`src/mesf_pkg.sv`:
```
/*
 * Shared constants of the metering event status flag bank: register
 * addresses, flag bit positions, reset values and sequence states.
 * Assumes a host that reaches the two status words by their printed address.
 */
package mesf_pkg;

    // ************************************************************
    // Register addresses
    // ************************************************************
    localparam logic [15:0] ADDR_STATUS_ONE = 16'h0401;
    localparam logic [15:0] ADDR_STATUS_TWO = 16'h0402;

    // ************************************************************
    // Bit positions, word one
    // ************************************************************
    localparam int BIT_ENERGY_READY   = 0;
    localparam int BIT_PHASE_SIGN_LO  = 1;   // A, B, C at 1, 2, 3
    localparam int BIT_PULSE_SIGN_LO  = 4;   // Outputs one, two at 4, 5
    localparam int BIT_PULSE_DONE_LO  = 6;   // Outputs one, two at 6, 7
    localparam int BIT_RMS_READY      = 8;
    localparam int BIT_PF_READY       = 9;
    localparam int BIT_SUM_MISMATCH   = 10;
    localparam int BIT_ACTIVE_NOLOAD  = 11;
    localparam int BIT_APPAR_NOLOAD   = 12;
    localparam int BIT_CHECKSUM_CHG   = 13;
    localparam int BIT_FAULT          = 14;
    localparam int BIT_PHASE_ORDER    = 15;
    localparam int BIT_TIMEOUT_LO     = 16;  // A, B, C at 16, 17, 18
    localparam int FLAGS_ONE_W        = 19;

    // ************************************************************
    // Bit positions, word two
    // ************************************************************
    localparam int BIT_AC_SWELL       = 30;
    localparam int BIT_RESERVED_TWO   = 31;

    // ************************************************************
    // Reset values
    // ************************************************************
    localparam logic [18:0] FLAGS_ONE_RESET = 19'h00000;
    localparam logic [31:0] RDATA_RESET     = 32'h00000000;

    // Phase order tracker, one-hot
    typedef enum logic [3:0] {
        SEQ_IDLE  = 4'b0001,
        SEQ_EXP_A = 4'b0010,
        SEQ_EXP_B = 4'b0100,
        SEQ_EXP_C = 4'b1000
    } mesf_seq_t;

endpackage : mesf_pkg

```
`src/mesf_flags.sv`:
```
/*
 * Sticky event flag bank: timeouts, phase order, fault, checksum change,
 * no-load changes, current-sum mismatch, ready events, pulse events, sign
 * changes and line swell, all write-one-to-clear over the register port.
 * Assumes event inputs are synchronous to i_clock and pulses last one cycle.
 */
//
// How it works
// (RULE_01) Missing zero crossing on phase A, B or C sets that phase's timeout flag.
// (RULE_02) Voltage crossings out of A-B-C order set the phase order fault flag.
// (RULE_03) Any recorded fault sets the summary fault flag; detail lives elsewhere.
// (RULE_04) Checksum change sets its flag and latches the new checksum result.
// (RULE_05) Any apparent-energy phase entering or leaving no-load sets its flag.
// (RULE_06) Any active-energy phase entering or leaving no-load sets its flag.
// (RULE_07) Change in current-sum RMS versus threshold relation sets mismatch flag.
// (RULE_08) Each power factor refresh, once a second, sets power factor ready.
// (RULE_09) Each full-cycle RMS refresh sets full-cycle RMS ready.
// (RULE_10) Falling edge of each pulse output sets its pulse-issued flag.
// (RULE_11) At that edge, a pulse sign differing from the last sets sign change.
// (RULE_12) On accumulator update, per-phase power sign change sets that phase's flag.
// (RULE_13) Energy ready sets every interval plus one ticks, ms or half cycles.
// (RULE_14) Line-to-line A-to-C swell condition sets its flag in word two.
// (RULE_15) Flags reset to zero, stay set; writing one clears, zero keeps.
// (RULE_16) Top bit of word two reads zero and ignores writes.
`timescale 1ns/10ps

module mesf_flags #(
    parameter int CRC_W = 32,
    parameter int SUM_W = 24,
    parameter int CNT_W = 13
) (
    // Clock and reset
    input  wire logic              i_clock,
    input  wire logic              i_reset,
    // Register port
    input  wire logic              i_reg_wr,
    input  wire logic              i_reg_rd,
    input  wire logic [15:0]       i_reg_addr,
    input  wire logic [31:0]       i_reg_wdata,
    output logic      [31:0]       o_reg_rdata,
    output logic                   o_reg_rvalid,
    // Voltage zero crossing events, bit 0 phase A
    input  wire logic [2:0]        i_zx_timeout,
    input  wire logic [2:0]        i_zx_phase,
    // Fault and checksum
    input  wire logic              i_fault_event,
    input  wire logic [CRC_W-1:0]  i_checksum_value,
    output logic      [CRC_W-1:0]  o_config_checksum_result,
    // No-load levels, bit 0 phase A
    input  wire logic [2:0]        i_apparent_noload,
    input  wire logic [2:0]        i_active_noload,
    // Current sum comparison
    input  wire logic [SUM_W-1:0]  i_current_sum_rms,
    input  wire logic [SUM_W-1:0]  i_current_sum_threshold,
    // Result refresh pulses
    input  wire logic              i_power_factor_update,
    input  wire logic              i_full_cycle_rms_update,
    // Pulse output pins and their energy sign, bit 0 output one
    input  wire logic [1:0]        i_pulse_out,
    input  wire logic [1:0]        i_pulse_sign,
    // Energy interval timing
    input  wire logic [CNT_W-1:0]  i_energy_interval_count,
    input  wire logic              i_energy_interval_unit_select,
    input  wire logic              i_ms_tick,
    input  wire logic              i_half_cycle_tick,
    input  wire logic [2:0]        i_phase_power_sign,
    output logic                   o_energy_update,
    // Line swell level
    input  wire logic              i_a_to_c_line_swell,
    // Flag views
    output logic      [18:0]       o_status_one,
    output logic                   o_line_swell
);

    // ************************************************************
    // State
    // ************************************************************
    typedef struct packed {
        logic [18:0]        flags_one;
        logic               swell;
        logic               primed;
        mesf_pkg::mesf_seq_t seq;
        logic [CRC_W-1:0]   crc_prev;
        logic [CRC_W-1:0]   crc_result;
        logic [2:0]         vanl_prev;
        logic [2:0]         wnl_prev;
        logic               above_prev;
        logic [1:0]         pulse_prev;
        logic [1:0]         psign_prev;
        logic [1:0]         psign_seen;
        logic [2:0]         phsign_prev;
        logic               phsign_seen;
        logic [CNT_W-1:0]   egy_cnt;
        logic               egy_update;
        logic [31:0]        rdata;
        logic               rvalid;
    } mesf_state_t;

    mesf_state_t state_r;
    mesf_state_t state_nxt;

    // Local decode shared with the checks
    logic wr_one;
    logic wr_two;
    logic tick;
    logic above_now;
    assign wr_one    = i_reg_wr && (i_reg_addr == mesf_pkg::ADDR_STATUS_ONE);
    assign wr_two    = i_reg_wr && (i_reg_addr == mesf_pkg::ADDR_STATUS_TWO);
    assign tick      = i_energy_interval_unit_select ? i_half_cycle_tick : i_ms_tick;
    assign above_now = i_current_sum_rms > i_current_sum_threshold;

    // ************************************************************
    // Next state
    // ************************************************************
    // Events are gathered into a set vector first, so a clear and a set
    // in the same cycle resolve to set and no event is lost.
    always_comb begin
        logic [18:0] set_one;
        logic [18:0] clr_one;
        logic        falling;
        set_one   = 19'h00000;
        clr_one   = 19'h00000;
        falling   = 1'b0;
        state_nxt = state_r;
        state_nxt.primed     = 1'b1;
        state_nxt.egy_update = 1'b0;

        // Timeouts, fault and ready pulses pass straight to their flags
        set_one[mesf_pkg::BIT_TIMEOUT_LO +: 3] = i_zx_timeout;             // [RULE_01]
        set_one[mesf_pkg::BIT_FAULT]           = i_fault_event;            // [RULE_03]
        set_one[mesf_pkg::BIT_PF_READY]        = i_power_factor_update;    // [RULE_08]
        set_one[mesf_pkg::BIT_RMS_READY]       = i_full_cycle_rms_update;  // [RULE_09]

        // Phase order: after a crossing of A expect B, after B expect C
        if (i_zx_phase != 3'h0) begin
            case (state_r.seq)
                mesf_pkg::SEQ_EXP_A: set_one[mesf_pkg::BIT_PHASE_ORDER] = i_zx_phase != 3'h1;
                mesf_pkg::SEQ_EXP_B: set_one[mesf_pkg::BIT_PHASE_ORDER] = i_zx_phase != 3'h2;
                mesf_pkg::SEQ_EXP_C: set_one[mesf_pkg::BIT_PHASE_ORDER] = i_zx_phase != 3'h4;
                default:             set_one[mesf_pkg::BIT_PHASE_ORDER] = 1'b0;
            endcase // [RULE_02]
            // Resync to the crossing seen; simultaneous crossings count as out of order
            case (i_zx_phase)
                3'h1:    state_nxt.seq = mesf_pkg::SEQ_EXP_B;
                3'h2:    state_nxt.seq = mesf_pkg::SEQ_EXP_C;
                3'h4:    state_nxt.seq = mesf_pkg::SEQ_EXP_A;
                default: begin
                    state_nxt.seq = mesf_pkg::SEQ_IDLE;
                    set_one[mesf_pkg::BIT_PHASE_ORDER] = 1'b1; // [RULE_02]
                end
            endcase
        end

        // Change detectors; the first cycle after reset only primes them
        state_nxt.crc_prev   = i_checksum_value;
        state_nxt.vanl_prev  = i_apparent_noload;
        state_nxt.wnl_prev   = i_active_noload;
        state_nxt.above_prev = above_now;
        if (state_r.primed) begin
            if (i_checksum_value != state_r.crc_prev) begin
                set_one[mesf_pkg::BIT_CHECKSUM_CHG] = 1'b1;                // [RULE_04]
                state_nxt.crc_result = i_checksum_value;                   // [RULE_04]
            end
            set_one[mesf_pkg::BIT_APPAR_NOLOAD]  = |(i_apparent_noload ^ state_r.vanl_prev); // [RULE_05]
            set_one[mesf_pkg::BIT_ACTIVE_NOLOAD] = |(i_active_noload ^ state_r.wnl_prev);    // [RULE_06]
            set_one[mesf_pkg::BIT_SUM_MISMATCH]  = above_now != state_r.above_prev;          // [RULE_07]
        end else begin
            state_nxt.crc_result = i_checksum_value;
        end

        // Pulse outputs: act on the high-to-low edge of each pin
        state_nxt.pulse_prev = i_pulse_out;
        for (int i = 0; i < 2; i++) begin
            falling = state_r.pulse_prev[i] && !i_pulse_out[i];
            if (falling) begin
                set_one[mesf_pkg::BIT_PULSE_DONE_LO + i] = 1'b1;           // [RULE_10]
                set_one[mesf_pkg::BIT_PULSE_SIGN_LO + i] =
                    state_r.psign_seen[i] && (state_r.psign_prev[i] != i_pulse_sign[i]); // [RULE_11]
                state_nxt.psign_prev[i] = i_pulse_sign[i];
                state_nxt.psign_seen[i] = 1'b1;
            end
        end

        // Energy interval: update after interval plus one ticks
        if (tick) begin
            if (state_r.egy_cnt >= i_energy_interval_count) begin
                state_nxt.egy_cnt    = '0;
                state_nxt.egy_update = 1'b1;
                set_one[mesf_pkg::BIT_ENERGY_READY] = 1'b1;                // [RULE_13]
                // Power sign is judged only when the accumulators refresh
                if (state_r.phsign_seen) begin
                    set_one[mesf_pkg::BIT_PHASE_SIGN_LO +: 3] =
                        i_phase_power_sign ^ state_r.phsign_prev;          // [RULE_12]
                end
                state_nxt.phsign_prev = i_phase_power_sign;
                state_nxt.phsign_seen = 1'b1;
            end else begin
                state_nxt.egy_cnt = CNT_W'(state_r.egy_cnt + 1'b1);
            end
        end

        // Write-one-to-clear, set wins over clear
        if (wr_one) begin
            clr_one = i_reg_wdata[18:0];
        end
        state_nxt.flags_one = (state_r.flags_one & ~clr_one) | set_one;   // [RULE_15]
        state_nxt.swell = (state_r.swell && !(wr_two && i_reg_wdata[mesf_pkg::BIT_AC_SWELL]))
                          || i_a_to_c_line_swell;                         // [RULE_14]

        // Reads answer one cycle later; unmapped addresses read zero
        state_nxt.rvalid = i_reg_rd;
        state_nxt.rdata  = mesf_pkg::RDATA_RESET;
        if (i_reg_rd && (i_reg_addr == mesf_pkg::ADDR_STATUS_ONE)) begin
            state_nxt.rdata[18:0] = state_r.flags_one;
        end else if (i_reg_rd && (i_reg_addr == mesf_pkg::ADDR_STATUS_TWO)) begin
            // Reserved top bit stays at zero whatever was written
            state_nxt.rdata[mesf_pkg::BIT_AC_SWELL] = state_r.swell;      // [RULE_16]
        end
    end

    // ************************************************************
    // State register
    // ************************************************************
    // Every field is reset so flags come up clear
    always_ff @(posedge i_clock) begin
        if (i_reset) begin
            state_r             <= '0;
            state_r.flags_one   <= mesf_pkg::FLAGS_ONE_RESET;             // [RULE_15]
            state_r.seq         <= mesf_pkg::SEQ_IDLE;
            state_r.rdata       <= mesf_pkg::RDATA_RESET;
        end else begin
            state_r <= state_nxt;
        end
    end

    // Outputs straight from the state register
    assign o_reg_rdata              = state_r.rdata;
    assign o_reg_rvalid             = state_r.rvalid;
    assign o_config_checksum_result = state_r.crc_result;
    assign o_energy_update          = state_r.egy_update;
    assign o_status_one             = state_r.flags_one;
    assign o_line_swell             = state_r.swell;
endmodule : mesf_flags

```
`config.mk`:
```
export PLATFORM = sky130hd
export DESIGN_NAME = mesf_flags
export DESIGN_NICKNAME = d
export VERILOG_FILES = /design/src/mesf_pkg.sv /design/src/mesf_flags.sv
export SDC_FILE = /design/constraint.sdc
export NUM_CORES = 1
export LEC_CHECK = 0
export ABC_AREA = 1
export BUFFER_PORTS_ARGS = -buffer_cell sky130_fd_sc_hd__clkbuf_2
export CELL_PAD_IN_SITES_DETAIL_PLACEMENT = 1
export CELL_PAD_IN_SITES_GLOBAL_PLACEMENT = 2
export CORE_MARGIN = 2
export CORE_UTILIZATION = 27
export CTS_CLUSTER_SIZE = 14
export DETAILED_ROUTE_END_ITERATION = 16
export PLACE_DENSITY_LB_ADDON = 0.2
export SKIP_CTS_REPAIR_TIMING = 1
export SYNTH_ARGS = -nofsm -noshare
export SYNTH_HDL_FRONTEND = slang
export SYNTH_SLANG_ARGS = --single-unit
```
`constraint.sdc`:
```
create_clock -name i_clock -period 2.4 [get_ports i_clock]
set_clock_uncertainty 0.1 [all_clocks]
set_input_delay 0.12 -clock i_clock [delete_from_list [all_inputs] [get_ports i_clock]]
set_output_delay 0.12 -clock i_clock [all_outputs]
set_load 0.05 [all_outputs]
```
# Yosys cells after proc, flatten, opt, wreduce, memory -nomap -nowiden
# Index checks and enable logic that the tools add are counted.
[classes]
magnitude_cmp = 2
bitwise_logic = 9
reduce_logical = 22
n_addsub = 1
mux = 30
eq_ne = 16
[ops]
columns = ["operator", "n"]
rows = [
  ["two-way mux 133 bit", 1],
  ["two-way mux 32 bit", 2],
  ["two-way mux 19 bit", 2],
  ["== test 16 x 11 -> 1 bit, second input constant", 2],
  ["!= test 32 bit", 1],
  ["greater-than comparator 24 bit", 1],
  ["two-way mux 4 bit", 5],
  ["bitwise AND 19 bit", 1],
  ["inverter 19 bit", 1],
  ["OR 19 bit", 1],
  ["two-way mux 18 bit", 1],
  ["two-way mux 1 bit", 15],
  ["adder 13 x 1 -> 13 bit, second input constant", 1],
  [">= comparator 13 bit", 1],
  ["two-way mux 13 bit", 1],
  ["case mux 4 bit (3 select lines)", 1],
  ["OR reduction 3 bit", 4],
  ["logical AND 1 bit", 10],
  ["XOR 3 bit", 3],
  ["== test 4 x 2 -> 1 bit, second input constant", 1],
  ["== test 4 x 3 -> 1 bit, second input constant", 1],
  ["== test 4 bit, second input constant", 1],
  ["OR reduction 2 bit", 2],
  ["== test 3 x 1 -> 1 bit, second input constant", 1],
  ["14 further kinds", 20],
]
[totals]
regBits = 153
out_inout_bits = 86

# Depth between registers and ports, before layout
[depth]
depth_word = 6
mapped_depth = 15
depth_no_buf = 15

# Least setup slack after synthesis
# OpenSTA, ideal clock, no wires.
[synth_path]
path_type = "register to register"
startpoint = "register state_r[44] (netlist bit)"
endpoint = "register state_r[43] (netlist bit)"
setup_slack_ns = 0.629
path_stages_with_launch = 12
required_time_ns = 2.222
arrival_time_ns = 1.593
setup_time_ns = 0.078
path_cell_list = "dfxtp_1 -> ha_1 -> nand2_1 -> inv_1 -> o21ai_0 -> nand2_1 -> a21oi_1 -> nand3_1 -> nand2_1 -> nand2_1 -> buf_2 -> nor3_1"
[synth_via]
elab_chain_cells = 2
[synth_rtl]
columns = ["element", "line", "rtl"]
rows = [
  ["start, declared", "mesf_flags.sv:99", "mesf_state_t state_r;"],
  ["start signal, assigned", "mesf_flags.sv:232", "state_r <= state_nxt;"],
  [">= comparator 13 bit", "mesf_flags.sv:186", "if (state_r.egy_cnt >= i_energy_interval_count) begin"],
  ["two-way mux 13 bit", "mesf_flags.sv:186", ""],
]
# Every way passes these cells.
# A chain may end at the register's enable or synchronous reset.

# Worst setup path in the final report
[layout_path]
startpoint = "register state_r[44] (netlist bit)"
endpoint = "register state_r[41] (netlist bit)"
# Same word-level chain as after synthesis.

==> flow_summary_export.csv <==
group,metric,value,unit
sta,timing.slew.headroom,65.6,%
critical_path,worst-setup-path-type,"reg -> reg",
logic_synthesis,synth_area_leaders,"dfxtp_1, nand2_1, nor2_1",
clock_network,numClockSinks,141,
sta,fin_ws,0.310,ns
place,numPortBuffers,232,
place,dp.final_hpwl,14.5,mm
die,fp.coreArea,26100,um2
logic_synthesis,synth_edf_count,0,
clock_network,clockBufferDepth,2,
route,first_pass_iters,4,
sta,worstMarginPinSlew,0.516,ns
final_layout,num_antenna_cells,0,
clock_network,htree_levels,4,
pwr,power.density,658,nW/um2
pwr,leakage,5.04,nW
sta,fin_hold_ws,-0.0379,ns
clock_network,cts_tree,"done",
pwr,total_power,6.23,mW
critical_path,crit_top_cell,"nand2_1",
sta,slew_violations,0,
global_route,antenna_found_initial,0,
sta,tns,0,ns
die,ios,257,
route,drtIter0Drc,147,
logic_synthesis,yosysMostFrequentCell,"nand2_1",
pwr,peakVddDrop,0.303,mV
final_layout,finish.utilization,36.4,%
critical_path,crit_fanout,11,
critical_path,path_cells,"ha_1 > nand2_1 > inv_1 > o21ai_0 > nand2_1 > a21oi_1 > nand3_1 > nand2_1 > nand2_2 > nor3_1",
critical_path,crit_required,2.63,ns
sta,rsz0062_at_grt,"false",
final_layout,areaGrowthSynthToFinish,32.3,%
logic_synthesis,synth.top_cell.area_share,39.4,%
global_route,grt_overflow,0,
logic_synthesis,yosys_warnings,0,
logic_synthesis,synthTopCellsByCount,"nand2_1, nor2_1, inv_1",
global_route,grt_pass1_vias,6298,
job,maxCapViolCount,0,
critical_path,critical_path_arrival,2.32,ns
global_route,grt_max_degree,57,
logic_synthesis,syn-cell-area,7160,um2
sta,max_freq,478,MHz
sta,finalHoldViolations,3,
logic_synthesis,synthesis.area_per_instance,7.40,um2
global_route,track_usage,13.7,%
min_path,holdCritPathClass,"in -> reg",
route,drtAntennaViolNets,0,
sta,min_period,2.09,ns
final_layout,drive_gt1_share,24.7,%
route,wl,19.3,mm
critical_path,cp_slowest_stage_delay,0.39,ns
logic_synthesis,synth_top_area_cell,"dfxtp_1",
critical_path,slowest_stage,"dfxtp_1",
logic_synthesis,ys_types,42,
die,floorplan.initialDensity,27.5,%
critical_path,end_kind,"register",
clock_network,clock_latency,0.42,ns
final_layout,final_nets,1416,
place,routabilityCongestion,0.711,
outcome,violations,"hold timing",
sta,timing.final.crit_share,87.1,%
route,wl_per_cell,12.4,um
die,die_h,167,um
critical_path,startpoint_type,"register",
die,rows,59,
die,die_area,27800,um2
sta,setup_viol,0,
logic_synthesis,synthCells,968,
global_route,grt_pass1_wl,30.9,mm
route,viasPerCell,4.11,
place,place_ws,0.147,ns
clock_network,cts_root_buf,"clkbuf_16",
route,num_vias,6387,
final_layout,seq_area,2820,um2
logic_synthesis,ys_seq_elements,141,
clock_network,cts_buffers,17,
logic_synthesis,synthFlopType,"dfxtp_1",
route,drc,0,
die,die_w,167,um
clock_network,clk_pin_slew_worst_paths,0.07,ns
final_layout,multi_input_area,3040,um2
logic_synthesis,synthArstFlopShare,0,%
logic_synthesis,ys_seq_area_share,39.4,%
outcome,status,"complete, but fails checks",
final_layout,nFillCells,3298,
routing by layer:
metal,part of all wire (%),vias to the layer above,GRT usage [%]
met5,0,-,0
met3,6.4,11,4.59
met1,46,2868,16.7
met4,0.76,0,3.49
li1,-,3344,-
met2,47,164,23.3
cells by family (layout without fill, tap and decap cells):
kind of cell / after synthesis / count (layout) / share of synthesized area (%)
xor gates and xnor gates: 28 / 28 / 3.42
adders and majority gates: 38 / 38 / 6.64
and+or+nand+nor: 406 / 406 / 24.1
buffers and inverters: 263 / 503 / 18.7
DFF: 141 / 141 / 39.4
AOI/OAI and AO/OA: 91 / 91 / 7.69
other: 1 / 12 / 0.0524
area by class of cell:
| class | count | share of cell area, % |
|---|---|---|
| Clock buffer | 18 | 4.53 |
| Clock inverter | 13 | 2.01 |
| Inverter | 159 | 6.30 |
| Multi-Input combinational cell | 575 | 32.1 |
| Sequential cell | 141 | 29.8 |
| Tap cell | 335 | 4.42 |
| Timing Repair Buffer | 313 | 20.8 |
final timing paths:
check	slack, ns	depth (start not counted)	start	end
setup reg to reg	0.31	10	state_r[44]$_SDFFE_PP0P_	state_r[41]$_SDFFE_PP0P_
setup / recovery	0.31	10	state_r[44]$_SDFFE_PP0P_	state_r[41]$_SDFFE_PP0P_
hold reg to reg	0.34	2	o_status_one[0]$_SDFF_PP0_	o_reg_rdata[0]$_SDFF_PP0_
hold / removal	-0.04	4	i_reg_wdata[3]	o_status_one[3]$_SDFF_PP0_
flip-flops by register name (all words and copies together), names as in the netlist:
name                      count
o_reg_rvalid                  1
state_r                      67
o_reg_rdata                  20
o_energy_update               1
o_line_swell                  1
o_config_checksum_result     32
o_status_one                 19
cell usage in the layout (no fill, tap or decap), drive strengths merged:
cell         synthesis  routed
conb                 1      12
a31oi                1       1
buf                 92       5
inv                158     161
clkbuf              12     249
xnor2               12      12
ha                  38      38
a211oi               2       2
xor2                16      16
o21bai               1       1
o22ai                4       4
o31ai                2       2
nor4                 2       2
a22o                 1       1
nand2              172     172
o221ai               1       1
nand3               19      19
clkinv               1       6
nand3b               3       3
o21ai               36      36
dfxtp              141     141
clkinvlp             0       1
nor3                13      13
a21o                 2       2
a311oi               1       1
o2111ai              1       1
nor2               182     182
o211ai               3       3
nand4               13      13
a21oi               36      36
or2                  2       2
dlygate4sd3          0      77
bufinv               0       4
critical path, delay by kind of cell (launching register included):
kind                     cells  cell delay [ns]
buffers and inverters        1             0.03
AND/OR/NAND/NOR              6             0.87
flip-flops                   1             0.39
AO/OA/AOI/OAI                2             0.33
adder cells (fa/ha/maj)      1             0.28
through the flow:
| stage | area [um2] | std cells |
|---|---|---|
| 5_1_grt | 9470 | 1554 |
| 2_1_floorplan | 7200 | 979 |
| 3_3_place_gp | 8080 | 1446 |
| 4_1_cts | 8700 | 1477 |
| 3_5_place_dp | 8080 | 1446 |
| 6_report | 9470 | 1554 |
power by group:
part / switching [mW] / internal [mW]
Clock: 1.08 / 1.75
Combinational: 0.548 / 0.360
Sequential: 0.0565 / 2.44
No activity file was read; power rests on OpenSTA's default activity.
